[src/verilog/gpio_pkg.sv]
// constants, carriers and register map of the general-purpose port set
//
// Contract
// - Port zero has four bits, each set to input or output by its own direction bit.
// - Each port zero bit has its own pull-up enable, independent of its neighbours.
// - After reset every port zero bit is an undriven input with its pull-up off.
// - Port one has five direction-controlled bits; after reset bits one to four are inputs with pull-ups off and bit zero drives low.
// - Port two is a four-bit input-only port with a per-bit pull-up, all off after reset.
// - The bit shared with the reset pin is open-drain and pulls the pin low when it holds zero and software starts a reset.
// - Holding the reset pin low puts the internal state back to its initial values, and raising it ends the reset; the code resets on aresetn only.
// - After reset release the device waits for a stable system clock before the reset service starts.
// - The key port has eight direction-controlled bits with per-bit pull-ups, all undriven inputs with pulls off after reset.
// - The two-bit port selects a pull-up or pull-down per bit, the two kinds are never mixed, and after reset both bits are inputs with no pull.
// - The LED port has eight direction-controlled bits with per-bit pull-ups, all undriven inputs with pulls off after reset.
// - The analog port selects a pull-up or pull-down per bit without mixing them, and after reset all its bits are inputs with no pull.
`default_nettype none

package gpio_pkg;

  // port indices
  localparam int         NUM_PORTS  = 7;
  localparam logic [2:0] P_ZERO     = 3'h0;
  localparam logic [2:0] P_ONE      = 3'h1;
  localparam logic [2:0] P_TWO      = 3'h2;
  localparam logic [2:0] P_KEY      = 3'h3;
  localparam logic [2:0] P_TWOBIT   = 3'h4;
  localparam logic [2:0] P_LED      = 3'h5;
  localparam logic [2:0] P_ANALOG   = 3'h6;

  // per-port capability masks, index 6 first
  localparam logic [NUM_PORTS-1:0][7:0] PIN_MASK =
    {8'hff, 8'hff, 8'h03, 8'hff, 8'h0f, 8'h1f, 8'h0f};
  localparam logic [NUM_PORTS-1:0][7:0] DIR_MASK =
    {8'hff, 8'hff, 8'h03, 8'hff, 8'h00, 8'h1f, 8'h0f};
  localparam logic [NUM_PORTS-1:0][7:0] PULLDOWN_MASK =
    {8'hff, 8'h00, 8'h03, 8'h00, 8'h00, 8'h00, 8'h00};

  // reset values
  localparam logic [NUM_PORTS-1:0][7:0] RESET_DIR =
    {8'h00, 8'h00, 8'h00, 8'h00, 8'h00, 8'h01, 8'h00};
  localparam logic [NUM_PORTS-1:0][7:0] RESET_DOUT = '0;
  localparam logic [NUM_PORTS-1:0][7:0] RESET_PULL = '0;
  localparam logic [NUM_PORTS-1:0][7:0] RESET_PSEL = '0;
  localparam logic                      RESET_SHARED_BIT = 1'b1;

  // register map: port block at port * 0x20, system word at 0xe0
  localparam int         ADDR_W        = 8;
  localparam logic [2:0] FLD_DOUT      = 3'h0;
  localparam logic [2:0] FLD_DIR       = 3'h1;
  localparam logic [2:0] FLD_PULL      = 3'h2;
  localparam logic [2:0] FLD_PSEL      = 3'h3;
  localparam logic [2:0] FLD_LEVEL     = 3'h4;
  localparam logic [7:0] SYS_CTRL_ADDR = 8'he0;
  localparam int         SYS_SHARED_BIT   = 0;
  localparam int         SYS_SOFT_RESET   = 1;
  localparam int         SYS_PIN_LEVEL    = 2;
  localparam int         SYS_CLOCK_STABLE = 3;
  localparam logic [1:0] RESP_OKAY     = 2'h0;
  localparam logic [1:0] RESP_SLVERR   = 2'h2;

  // timing
  localparam int unsigned CLK_PERIOD_NS       = 10;
  localparam int unsigned SOFT_RESET_NS       = 1000;
  localparam int unsigned SOFT_RESET_CYCLES   =
    (SOFT_RESET_NS + CLK_PERIOD_NS - 1) / CLK_PERIOD_NS;
  localparam int unsigned CLOCK_STABLE_NS     = 100000;
  localparam int unsigned CLOCK_STABLE_CYCLES =
    (CLOCK_STABLE_NS + CLK_PERIOD_NS - 1) / CLK_PERIOD_NS;

  typedef struct packed {
    logic              awvalid;
    logic [ADDR_W-1:0] awaddr;
    logic              wvalid;
    logic [31:0]       wdata;
    logic [3:0]        wstrb;
    logic              bready;
    logic              arvalid;
    logic [ADDR_W-1:0] araddr;
    logic              rready;
  } axi_lite_req_s;

  typedef struct packed {
    logic        awready;
    logic        wready;
    logic        bvalid;
    logic [1:0]  bresp;
    logic        arready;
    logic        rvalid;
    logic [31:0] rdata;
    logic [1:0]  rresp;
  } axi_lite_rsp_s;

  typedef struct packed {
    logic [7:0] oe;
    logic [7:0] o;
    logic [7:0] pu;
    logic [7:0] pd;
  } pad_out_s;

  typedef struct packed {
    logic       hit;
    logic       sys;
    logic [2:0] port;
    logic [2:0] field;
  } reg_sel_s;

  function automatic reg_sel_s reg_decode(input logic [ADDR_W-1:0] addr);
    reg_sel_s sel;
    sel       = '0;
    sel.port  = addr[7:5];
    sel.field = addr[4:2];
    if (addr == SYS_CTRL_ADDR) begin
      sel.sys = 1'b1;
      sel.hit = 1'b1;
    end else if (addr[1:0] == 2'h0 && addr[7:5] < 3'(NUM_PORTS) && addr[4:2] <= FLD_LEVEL) begin
      sel.hit = 1'b1;
    end
    return sel;
  endfunction

endpackage

`default_nettype wire

[src/verilog/pin_sync.sv]
// three-stage pin synchroniser with agreement filter
`default_nettype none

module pin_sync #(
  parameter int WIDTH = 1
) (
  // clock and reset
  input  wire logic             aclk,
  input  wire logic             aresetn,
  // pins and sampled level
  input  wire logic [WIDTH-1:0] pin_raw,
  output var  logic [WIDTH-1:0] level
);

  typedef struct packed {
    logic [WIDTH-1:0] s1;
    logic [WIDTH-1:0] s2;
    logic [WIDTH-1:0] s3;
    logic [WIDTH-1:0] lvl;
  } sync_state_s;

  sync_state_s s;
  sync_state_s next_s;

  // s1 feeds s2 only; the filter looks at s2 and s3
  always_comb begin
    next_s    = s;
    next_s.s1 = pin_raw;
    next_s.s2 = s.s1;
    next_s.s3 = s.s2;
    for (int i = 0; i < WIDTH; i++) begin
      if (s.s2[i] == s.s3[i]) begin
        next_s.lvl[i] = s.s3[i];
      end
    end
  end

  always_ff @(posedge aclk) begin
    if (!aresetn) begin
      s <= '0;
    end else begin
      s <= next_s;
    end
  end

  assign level = s.lvl;
endmodule

`default_nettype wire

[src/verilog/reset_control.sv]
// clock-stable wait after reset release and software reset pin drive
`default_nettype none

module reset_control
  import gpio_pkg::*;
#(
  parameter int unsigned STABLE_CYCLES = CLOCK_STABLE_CYCLES
) (
  // clock and reset
  input  wire logic aclk,
  input  wire logic aresetn,
  // software request
  input  wire logic soft_req,
  input  wire logic shared_bit,
  // status
  output var  logic pin_drive,
  output var  logic clock_stable
);

  localparam logic [15:0] STABLE_LAST = 16'(STABLE_CYCLES - 1);
  localparam logic [7:0]  DRIVE_LAST  = 8'(SOFT_RESET_CYCLES - 1);

  typedef struct packed {
    logic [15:0] wait_cnt;
    logic        stable;
    logic [7:0]  drive_cnt;
    logic        drive;
  } rst_state_s;

  rst_state_s s;
  rst_state_s next_s;

  always_comb begin
    next_s = s;
    if (!s.stable) begin
      next_s.wait_cnt = s.wait_cnt + 16'h0001;
      if (s.wait_cnt == STABLE_LAST) begin
        next_s.stable = 1'b1;
      end
    end
    // open-drain pull only when the shared bit holds zero
    if (soft_req && !shared_bit && !s.drive) begin
      next_s.drive     = 1'b1;
      next_s.drive_cnt = 8'h00;
    end else if (s.drive) begin
      if (s.drive_cnt == DRIVE_LAST) begin
        next_s.drive = 1'b0;
      end else begin
        next_s.drive_cnt = s.drive_cnt + 8'h01;
      end
    end
  end

  // the pin drive ends early if the pin loop resets this block itself
  always_ff @(posedge aclk) begin
    if (!aresetn) begin
      s <= '0;
    end else begin
      s <= next_s;
    end
  end

  assign pin_drive    = s.drive;
  assign clock_stable = s.stable;

  // helper: cycles since reset release, saturating
  logic [16:0] since_release;
  always_ff @(posedge aclk) begin
    if (!aresetn) begin
      since_release <= '0;
    end else if (!since_release[16]) begin
      since_release <= since_release + 17'h00001;
    end
  end
endmodule

`default_nettype wire

[src/verilog/gpio_port_set.sv]
// general-purpose port set with its axi4-lite register slave
//
// The address map and register access over AXI4-Lite are this design's own decisions.
`default_nettype none

module gpio_port_set
  import gpio_pkg::*;
#(
  parameter int unsigned STABLE_CYCLES = CLOCK_STABLE_CYCLES
) (
  // clock and reset
  input  wire logic                          aclk,
  input  wire logic                          aresetn,
  // register bus
  input  wire axi_lite_req_s                 axi_req,
  output var  axi_lite_rsp_s                 axi_rsp,
  // port pins
  input  wire logic [NUM_PORTS-1:0][7:0]     pad_in,
  output var  pad_out_s [NUM_PORTS-1:0]      pad_out,
  // reset pin shared with a port bit
  input  wire logic                          reset_pin_n_in,
  output var  logic                          reset_pin_n_o,
  output var  logic                          reset_pin_n_oe,
  // reset service may start
  output var  logic                          clock_stable
);

  typedef struct packed {
    logic [NUM_PORTS-1:0][7:0] dout;
    logic [NUM_PORTS-1:0][7:0] dir;
    logic [NUM_PORTS-1:0][7:0] pull;
    logic [NUM_PORTS-1:0][7:0] psel;
    pad_out_s [NUM_PORTS-1:0]  pad;
    logic                      reset_shared_port_bit;
    logic                      soft_pulse;
    logic                      rst_o;
    logic                      rst_oe;
    logic                      stable;
    logic                      aw_got;
    logic [ADDR_W-1:0]         awaddr;
    logic                      w_got;
    logic [31:0]               wdata;
    logic                      wstrb0;
    axi_lite_rsp_s             rsp;
  } top_state_s;

  top_state_s s;
  top_state_s next_s;

  logic [NUM_PORTS*8:0]      sync_level;
  logic [NUM_PORTS-1:0][7:0] pin_level;
  logic                      reset_pin_level;
  logic                      pin_drive;
  logic                      stable_raw;

  pin_sync #(
    .WIDTH (NUM_PORTS * 8 + 1)
  ) u_pin_sync (
    .aclk    (aclk),
    .aresetn (aresetn),
    .pin_raw ({reset_pin_n_in, pad_in}),
    .level   (sync_level)
  );

  assign pin_level       = sync_level[NUM_PORTS*8-1:0];
  assign reset_pin_level = sync_level[NUM_PORTS*8];

  reset_control #(
    .STABLE_CYCLES (STABLE_CYCLES)
  ) u_reset_control (
    .aclk         (aclk),
    .aresetn      (aresetn),
    .soft_req     (s.soft_pulse),
    .shared_bit   (s.reset_shared_port_bit),
    .pin_drive    (pin_drive),
    .clock_stable (stable_raw)
  );

  reg_sel_s   sel_w;
  reg_sel_s   sel_r;
  logic [7:0] in_bits;
  logic [7:0] up;
  logic [7:0] dn;
  logic [7:0] rd_byte;

  always_comb begin
    next_s            = s;
    sel_w             = reg_decode(s.awaddr);
    sel_r             = reg_decode(axi_req.araddr);
    in_bits           = 8'h00;
    up                = 8'h00;
    dn                = 8'h00;
    rd_byte           = 8'h00;
    next_s.soft_pulse = 1'b0;

    // write address and data are taken in either order
    if (axi_req.awvalid && s.rsp.awready) begin
      next_s.aw_got = 1'b1;
      next_s.awaddr = axi_req.awaddr;
    end
    if (axi_req.wvalid && s.rsp.wready) begin
      next_s.w_got  = 1'b1;
      next_s.wdata  = axi_req.wdata;
      next_s.wstrb0 = axi_req.wstrb[0];
    end
    if (s.rsp.bvalid && axi_req.bready) begin
      next_s.rsp.bvalid = 1'b0;
    end
    if (s.aw_got && s.w_got && !s.rsp.bvalid) begin
      next_s.aw_got    = 1'b0;
      next_s.w_got     = 1'b0;
      next_s.rsp.bvalid = 1'b1;
      next_s.rsp.bresp  = sel_w.hit ? RESP_OKAY : RESP_SLVERR;
      // all fields live in the low byte, so lane zero alone matters
      if (sel_w.hit && s.wstrb0) begin
        if (sel_w.sys) begin
          next_s.reset_shared_port_bit = s.wdata[SYS_SHARED_BIT];
          next_s.soft_pulse            = s.wdata[SYS_SOFT_RESET];
        end else begin
          case (sel_w.field)
            FLD_DOUT: next_s.dout[sel_w.port] = s.wdata[7:0] & DIR_MASK[sel_w.port];
            FLD_DIR:  next_s.dir[sel_w.port]  = s.wdata[7:0] & DIR_MASK[sel_w.port];
            FLD_PULL: next_s.pull[sel_w.port] = s.wdata[7:0] & PIN_MASK[sel_w.port];
            FLD_PSEL: next_s.psel[sel_w.port] =
                        s.wdata[7:0] & PULLDOWN_MASK[sel_w.port];
            default:  next_s.rsp.bresp = RESP_OKAY;
          endcase
        end
      end
    end

    // read channel: one read under way at a time
    if (s.rsp.rvalid && axi_req.rready) begin
      next_s.rsp.rvalid = 1'b0;
    end
    if (axi_req.arvalid && s.rsp.arready) begin
      next_s.rsp.rvalid = 1'b1;
      next_s.rsp.rresp  = sel_r.hit ? RESP_OKAY : RESP_SLVERR;
      if (sel_r.hit && sel_r.sys) begin
        rd_byte[SYS_SHARED_BIT]   = s.reset_shared_port_bit;
        rd_byte[SYS_PIN_LEVEL]    = reset_pin_level;
        rd_byte[SYS_CLOCK_STABLE] = s.stable;
      end else if (sel_r.hit) begin
        case (sel_r.field)
          FLD_DOUT:  rd_byte = s.dout[sel_r.port];
          FLD_DIR:   rd_byte = s.dir[sel_r.port];
          FLD_PULL:  rd_byte = s.pull[sel_r.port];
          FLD_PSEL:  rd_byte = s.psel[sel_r.port];
          FLD_LEVEL: rd_byte = ((s.dir[sel_r.port] & s.dout[sel_r.port])
                               | (~s.dir[sel_r.port] & pin_level[sel_r.port]))
                               & PIN_MASK[sel_r.port];
          default:   rd_byte = 8'h00;
        endcase
      end
      next_s.rsp.rdata = {24'h000000, rd_byte};
    end

    next_s.rsp.awready = !next_s.aw_got && !next_s.rsp.bvalid;
    next_s.rsp.wready  = !next_s.w_got && !next_s.rsp.bvalid;
    next_s.rsp.arready = !next_s.rsp.rvalid;

    // pad drivers; pulls act on input bits only
    for (int p = 0; p < NUM_PORTS; p++) begin
      in_bits = ~s.dir[p] & PIN_MASK[p];
      up = s.pull[p] & in_bits & (~s.psel[p] | ~PULLDOWN_MASK[p]);
      dn = s.pull[p] & in_bits & s.psel[p] & PULLDOWN_MASK[p];
      // a mixed setting is refused outright rather than fighting itself
      if (|up && |dn) begin
        up = 8'h00;
        dn = 8'h00;
      end
      next_s.pad[p].oe = s.dir[p] & DIR_MASK[p];
      next_s.pad[p].o  = s.dout[p] & s.dir[p] & DIR_MASK[p];
      next_s.pad[p].pu = up;
      next_s.pad[p].pd = dn;
    end

    // open-drain: the output level is always low, only the enable moves
    next_s.rst_o  = 1'b0;
    next_s.rst_oe = pin_drive;
    next_s.stable = stable_raw;
  end

  function automatic pad_out_s pad_reset(input int p);
    pad_out_s v;
    v    = '0;
    v.oe = RESET_DIR[p];
    v.o  = RESET_DOUT[p];
    return v;
  endfunction

  always_ff @(posedge aclk) begin
    if (!aresetn) begin
      s                       <= '0;
      s.dout                  <= RESET_DOUT;
      s.dir                   <= RESET_DIR;
      s.pull                  <= RESET_PULL;
      s.psel                  <= RESET_PSEL;
      s.reset_shared_port_bit <= RESET_SHARED_BIT;
      for (int p = 0; p < NUM_PORTS; p++) begin
        s.pad[p] <= pad_reset(p);
      end
    end else begin
      s <= next_s;
    end
  end

  assign axi_rsp        = s.rsp;
  assign pad_out        = s.pad;
  assign reset_pin_n_o  = s.rst_o;
  assign reset_pin_n_oe = s.rst_oe;
  assign clock_stable   = s.stable;
endmodule

`default_nettype wire

[config.mk]
export PLATFORM = sky130hd
export DESIGN_NAME = gpio_port_set
export DESIGN_NICKNAME = d
export VERILOG_FILES = /design/src/verilog/gpio_pkg.sv /design/src/verilog/pin_sync.sv /design/src/verilog/reset_control.sv /design/src/verilog/gpio_port_set.sv
export SDC_FILE = /design/constraint.sdc
export NUM_CORES = 1
export LEC_CHECK = 0
export BUFFER_PORTS_ARGS = -buffer_cell sky130_fd_sc_hd__buf_2
export CAP_MARGIN = 25
export CORE_MARGIN = 4
export CORE_UTILIZATION = 57
export DETAILED_ROUTE_END_ITERATION = 16
export GPL_ROUTABILITY_DRIVEN = 0
export PLACE_DENSITY = 0.84
export REMOVE_ABC_BUFFERS = 1
export SLEW_MARGIN = 20
export SYNTH_ARGS = -nofsm -noshare
export SYNTH_HDL_FRONTEND = slang
export SYNTH_HIERARCHICAL = 1
export SYNTH_SLANG_ARGS = --single-unit
[constraint.sdc]
create_clock -name aclk -period 2 [get_ports aclk]
set_input_delay 0.2 -clock aclk [delete_from_list [all_inputs] [get_ports aclk]]
set_output_delay 0.2 -clock aclk [all_outputs]
set_load 0.01 [all_outputs]
* Word-level counts from Yosys, hierarchy flattened *
Memories as Yosys holds them, arrays and structs flattened. A register that Yosys moved wholly into a read port is not among the register bits.
Index checks and enable logic that the tools add are counted.

operators by class
  order comparisons = 7
  bitwise gates (word level) = 37
  reduce and logical (&&, ||, !) cells = 46
  equality and inequality tests = 68
  muxes and demuxes = 56
  $add $sub $neg = 2

operators by type and width
  operator               count
  $bwmux 56              4
  $and 8x8->8            15
  $bmux 8 s3             5
  $mux 8                 11
  $eq 1x1->1             57
  $not 8->8              5
  $pmux 8 s5             1
  $mux 35                1
  $mux 34                1
  $demux 8 s3            1
  $reduce_or 8->1        3
  $mux 3                 7
  $logic_and 1x1->1      20
  $reduce_and 4->1       5
  $mux 1                 17
  $add 16x1->16 const B  1
  $and 8x4->8            2
  $eq 16x14->1 const B   1
  $eq 8x8->1 const B     2
  $eq 3x2->1 const B     4
  $mux 2                 6
  $mux 9                 1
  $add 8x1->8 const B    1
  $and 8x2->8            1
  other kinds (24)       44

storage, ports and cells
  word-level logic and storage cells = 365
  bits of input ports = 116
  bits in read-only memories = 256
  memories kept = 4
  output and inout bits = 268
  bits in registers = 767

memories
  name             depth  bits a word  read ports  clocked after Yosys merged registers in  wr ports  RTL line              RTL
  (no name shown)  8      8            1           0                                        0         gpio_port_set.sv:151  & PIN_MASK[sel_r.port];
  (no name shown)  8      8            1           1                                        0         gpio_port_set.sv:125  s.wdata[7:0] & PULLDOWN_MASK[sel_w.port];
  (no name shown)  8      8            1           1                                        0         gpio_port_set.sv:123  FLD_PULL: next_s.pull[sel_w.port] = s.wdata[7:0] & PIN_MASK[sel_w.port];
  (no name shown)  8      8            1           1                                        0         gpio_port_set.sv:122  FLD_DIR: next_s.dir[sel_w.port] = s.wdata[7:0] & DIR_MASK[sel_w.port];

* Longest topological paths before layout *
  depth in word-level cells = 12
  gate-level depth with buffers = 9
  gate-level depth less buffers = 6

* Modules after synthesis *
The synthesis kept the hierarchy.

modules (own cells, without submodules)
  module         cells each  instances  seq. area each (sq um)  area each (sq um)
  gpio_port_set  2,017       1          7,767.4                 18,323.8
  pin_sync       652         1          4,564.4                 7,181.9
  reset_control  128         1          520.5                   1,176.1

* Worst setup path after synthesis *
Ideal clock, no wire load.

  path kind = reg-to-reg
  from = register s[74] (netlist name)
  to = register s[464] (netlist name)
  slack = 0.268 ns
  arrival = 1.617 ns
  cell stages (with the launch flop) = 10
  data required time = 1.885 ns
  period minus slack after synthesis = 1.732 ns
  cells stage by stage = dfxtp_1 -> nand3b_4 -> and4b_1 -> buf_4 -> buf_8 -> nand4b_2 -> buf_2 -> nand2_1 -> o21ai_0 -> and2_1

on the way
  longest elaborated chain between the ends = 3

RTL lines
  what                               RTL line              RTL
  start, declared                    gpio_port_set.sv:47   top_state_s s;
  start signal, assigned             gpio_port_set.sv:204  s <= next_s;
  $logic_and 1x1->1 (2 in series)    gpio_port_set.sv:109  if (s.aw_got && s.w_got && !s.rsp.bvalid) begin
  $reduce_and 4->1 (no source line)  n/a

No other way between the ends.
A chain may end at the register's enable or synchronous reset.

* Worst setup path after layout *
  from = register s, in the netlist axi_rsp[38]
  to = register s[394] (netlist name)

on the way
  longest elaborated chain between the ends = 3

RTL lines
  what                               RTL line
  $logic_not 1->1                    gpio_port_set.sv:109
  $logic_and 1x1->1                  gpio_port_set.sv:109
  $reduce_and 4->1 (no source line)  n/a

No other way between the ends.

==> run metrics <==
area of the multi-input gates=11050 um2; core area=46460 um2; unrepaired setup endpoints after global routing=true; f_max=511.2 MHz; critical path arrival=2.47 ns; Hold Path Class=primary input to flip-flop; warning count from the yosys run=6; Max Cap Violations=0; fill count=3529; number of cells after detailed placement=3389; total clock sinks=642; Top Ports=384; Post-synth EDFFs=0; leading post-synthesis cells by instance count=dfxtp_1, nand2_1, buf_4; Area growth, synth to finish=12.41%; GR Overflow Total=0; Synth Flop Type=dfxtp_1; Synth Register Bits=642; Gate Count Post-Synth=2797; Reg area=12850 um2; # DRC=0; clk buf depth=3; Syn Std Cell Area=26680 um2; Peak VDD IR=0.8091 mV; worst hold endpoint=s[76]; final setup fails=0; critical path class=flip-flop to flip-flop; row count=79; top cell type's share of synthesized area=0.4817; Syn Area/Cell=9.539 um2; most frequent cell after synthesis=dfxtp_1; die area=50340 um2; top cells by area, synth=dfxtp_1, buf_4, and2_1; crit end category=flip-flop; initial core utilization=0.5743; CTS buffer count=66; minimum clock period=1.956 ns; Clk pin slew, worst setup/hold paths=0.06 ns; share of cells above drive strength 1=0.1668; Clock Tree Root=clkbuf_16; H-tree depth=3; via count=19650; RR Startpoint=axi_rsp[38]; Die H=224.4 um; Via density=5.475; vias in the first global route=19540; Hold Vio Cnt, Final=0; DR pass1 iterations=6; first-pass GRT wire length=104.2 mm; post-DP HPWL=47.01 mm; Post-Layout Cell Count=3589; Seq/Total Area, Yosys=0.4817; IO Port Bufs=224; FF-to-FF setup slack=0.04 ns; pwr/cell area=910.8 nW/um2; Max Clock Skew=0.03019 ns; largest net degree at the start of global routing=163; violation count after the first detailed-route iteration=2133; Setup crit start kind=flip-flop; Synth cell types=68; nets@finish=3047; WP data required=2.51 ns; CTS tree=done; CP max FO=10; Hold Path Origin=axi_req[56]; ys async rst share=0; hold depth=4; Clock Latency Late Sink=0.61 ns; total design power=27.32 mW; Pleak=12.53 nW; initial antenna violation count=2; worst slew pin tran=0.9817 ns; worst r2r dst=s[394]; most area-hungry cell type in the Yosys netlist=dfxtp_1; final max-slew violation count=0; die width=224.4 um; number of routed nets with antenna violations=0; post-route clock period utilization=0.9780; status=finished, final reports clean; Routed WL=68.07 mm; FF-to-FF path depth=8; Routed wire per std cell=18.97 um; Slew headroom=0.3427; Total GRT Usage=0.2603
==> layout by cell type, fill, tap and decap left out, types with 67 or more instances in the layout <==
master | netlist | final
dlygate4sd3_1 | 0 | 77
clkbuf_16 | 0 | 67
buf_2 | 22 | 222
and2_1 | 293 | 293
a21boi_0 | 73 | 73
buf_4 | 329 | 83
conb_1 | 1 | 132
mux2i_1 | 150 | 150
nand2_1 | 390 | 389
dfxtp_1 | 642 | 640
o21ai_0 | 194 | 194
==> state kept, by name (all words and copies together) (netlist names), named ones only <==
name	count
axi_rsp	15
clock_stable	1
next_s	35
pad_out	119
reset_pin_n_oe	1
s	210
u_pin_sync/level	57
u_pin_sync/next_s	114
u_pin_sync/s	57
u_reset_control/clock_stable	1
u_reset_control/pin_drive	1
u_reset_control/s	24
==> power breakdown <==
group          switching (mW)  leakage, nW  internal, mW
Combinational           0.806         6.21         0.573
Sequential             0.0941         5.20          13.0
Clock                    5.18         1.11          7.70
==> layer usage <==
metal | share of wire | GRT usage
met1 | 0.38 | 0.3053
met2 | 0.47 | 0.4347
met3 | 0.076 | 0.05586
met4 | 0.071 | 0.1658
met5 | 0.00028 | 0
==> logic make-up after synthesis <==
| logic type | Yosys count | synth area share |
|---|---|---|
| AND/OR/NAND/NOR | 1012 | 0.2051 |
| other | 1 | 0.0001405 |
| flip-flops | 642 | 0.4817 |
| adder cells (fa/ha/maj) | 3 | 0.001313 |
| multiplexers | 174 | 0.07653 |
| XOR/XNOR | 17 | 0.005580 |
| AO/OA/AOI/OAI | 430 | 0.1064 |
| buffers and inverters | 518 | 0.1232 |
==> repair_timing <==
item | CTS | global route
hold buffers | 77 | 0
buffers inserted | 0 | 2
endpoints found under the hold margin | 76 | 0
gates resized for setup | 1 | 6
endpoints found under the setup margin | 2 | 43
pin swaps | 0 | 9
==> critical path, stage by stage (launching register included) <==
cell,delay (ns)
dfxtp_1,0.32
nand3b_4,0.16
and4b_1,0.30
buf_12,0.14
buf_12,0.13
nand3b_4,0.22
nor2_4,0.34
nand2_1,0.10
a21boi_1,0.16
==> cell type report <==
| type | instances | share of cell area |
|---|---|---|
| multi-input cells | 1768 | 0.3685 |
| well taps | 607 | 0.02532 |
| repair buffers | 400 | 0.09507 |
| diodes | 2 | 0.0001669 |
| inverters | 51 | 0.006382 |
| clock inverters | 31 | 0.01481 |
| flip-flops and latches | 642 | 0.4286 |
| clock buffers | 88 | 0.06120 |
==> worst max path at each step <==
| stage | start | endpoint | slack [ns] | cells past startpoint |
|---|---|---|---|---|
| after global routing | axi_rsp[38] | s[394] | -0.006 | 8 |
| after floorplan | axi_rsp[38] | s[440] | -0.22 | 6 |
| after CTS | s[74] | s[394] | 0.03 | 8 |
| after global placement | axi_req[6] | axi_rsp[7] | -0.02 | 10 |
| after detailed placement | axi_req[6] | axi_rsp[7] | -0.06 | 10 |
| final | axi_rsp[38] | s[394] | 0.04 | 8 |
==> metrics by stage <==
| stage | setup TNS (ns) | setup WS, ns | hold slack, ns | utilization | instance area, um2 |
|---|---|---|---|---|---|
| floorplan | -16.66 | -0.2153 | 0.2619 | - | 24080 |
| global placement | -0.02130 | -0.02130 | 0.4053 | 0.5788 | 26890 |
| detailed placement | -0.1687 | -0.05675 | 0.4087 | 0.5788 | 26890 |
| CTS | 0 | 0.02940 | 0.01330 | 0.6445 | 29940 |
| global route | -0.005790 | -0.005790 | 0.07027 | 0.6455 | 29990 |
| finish | 0 | 0.04399 | 0.03780 | 0.6456 | 29990 |
(Power assumes the default switching activity.)
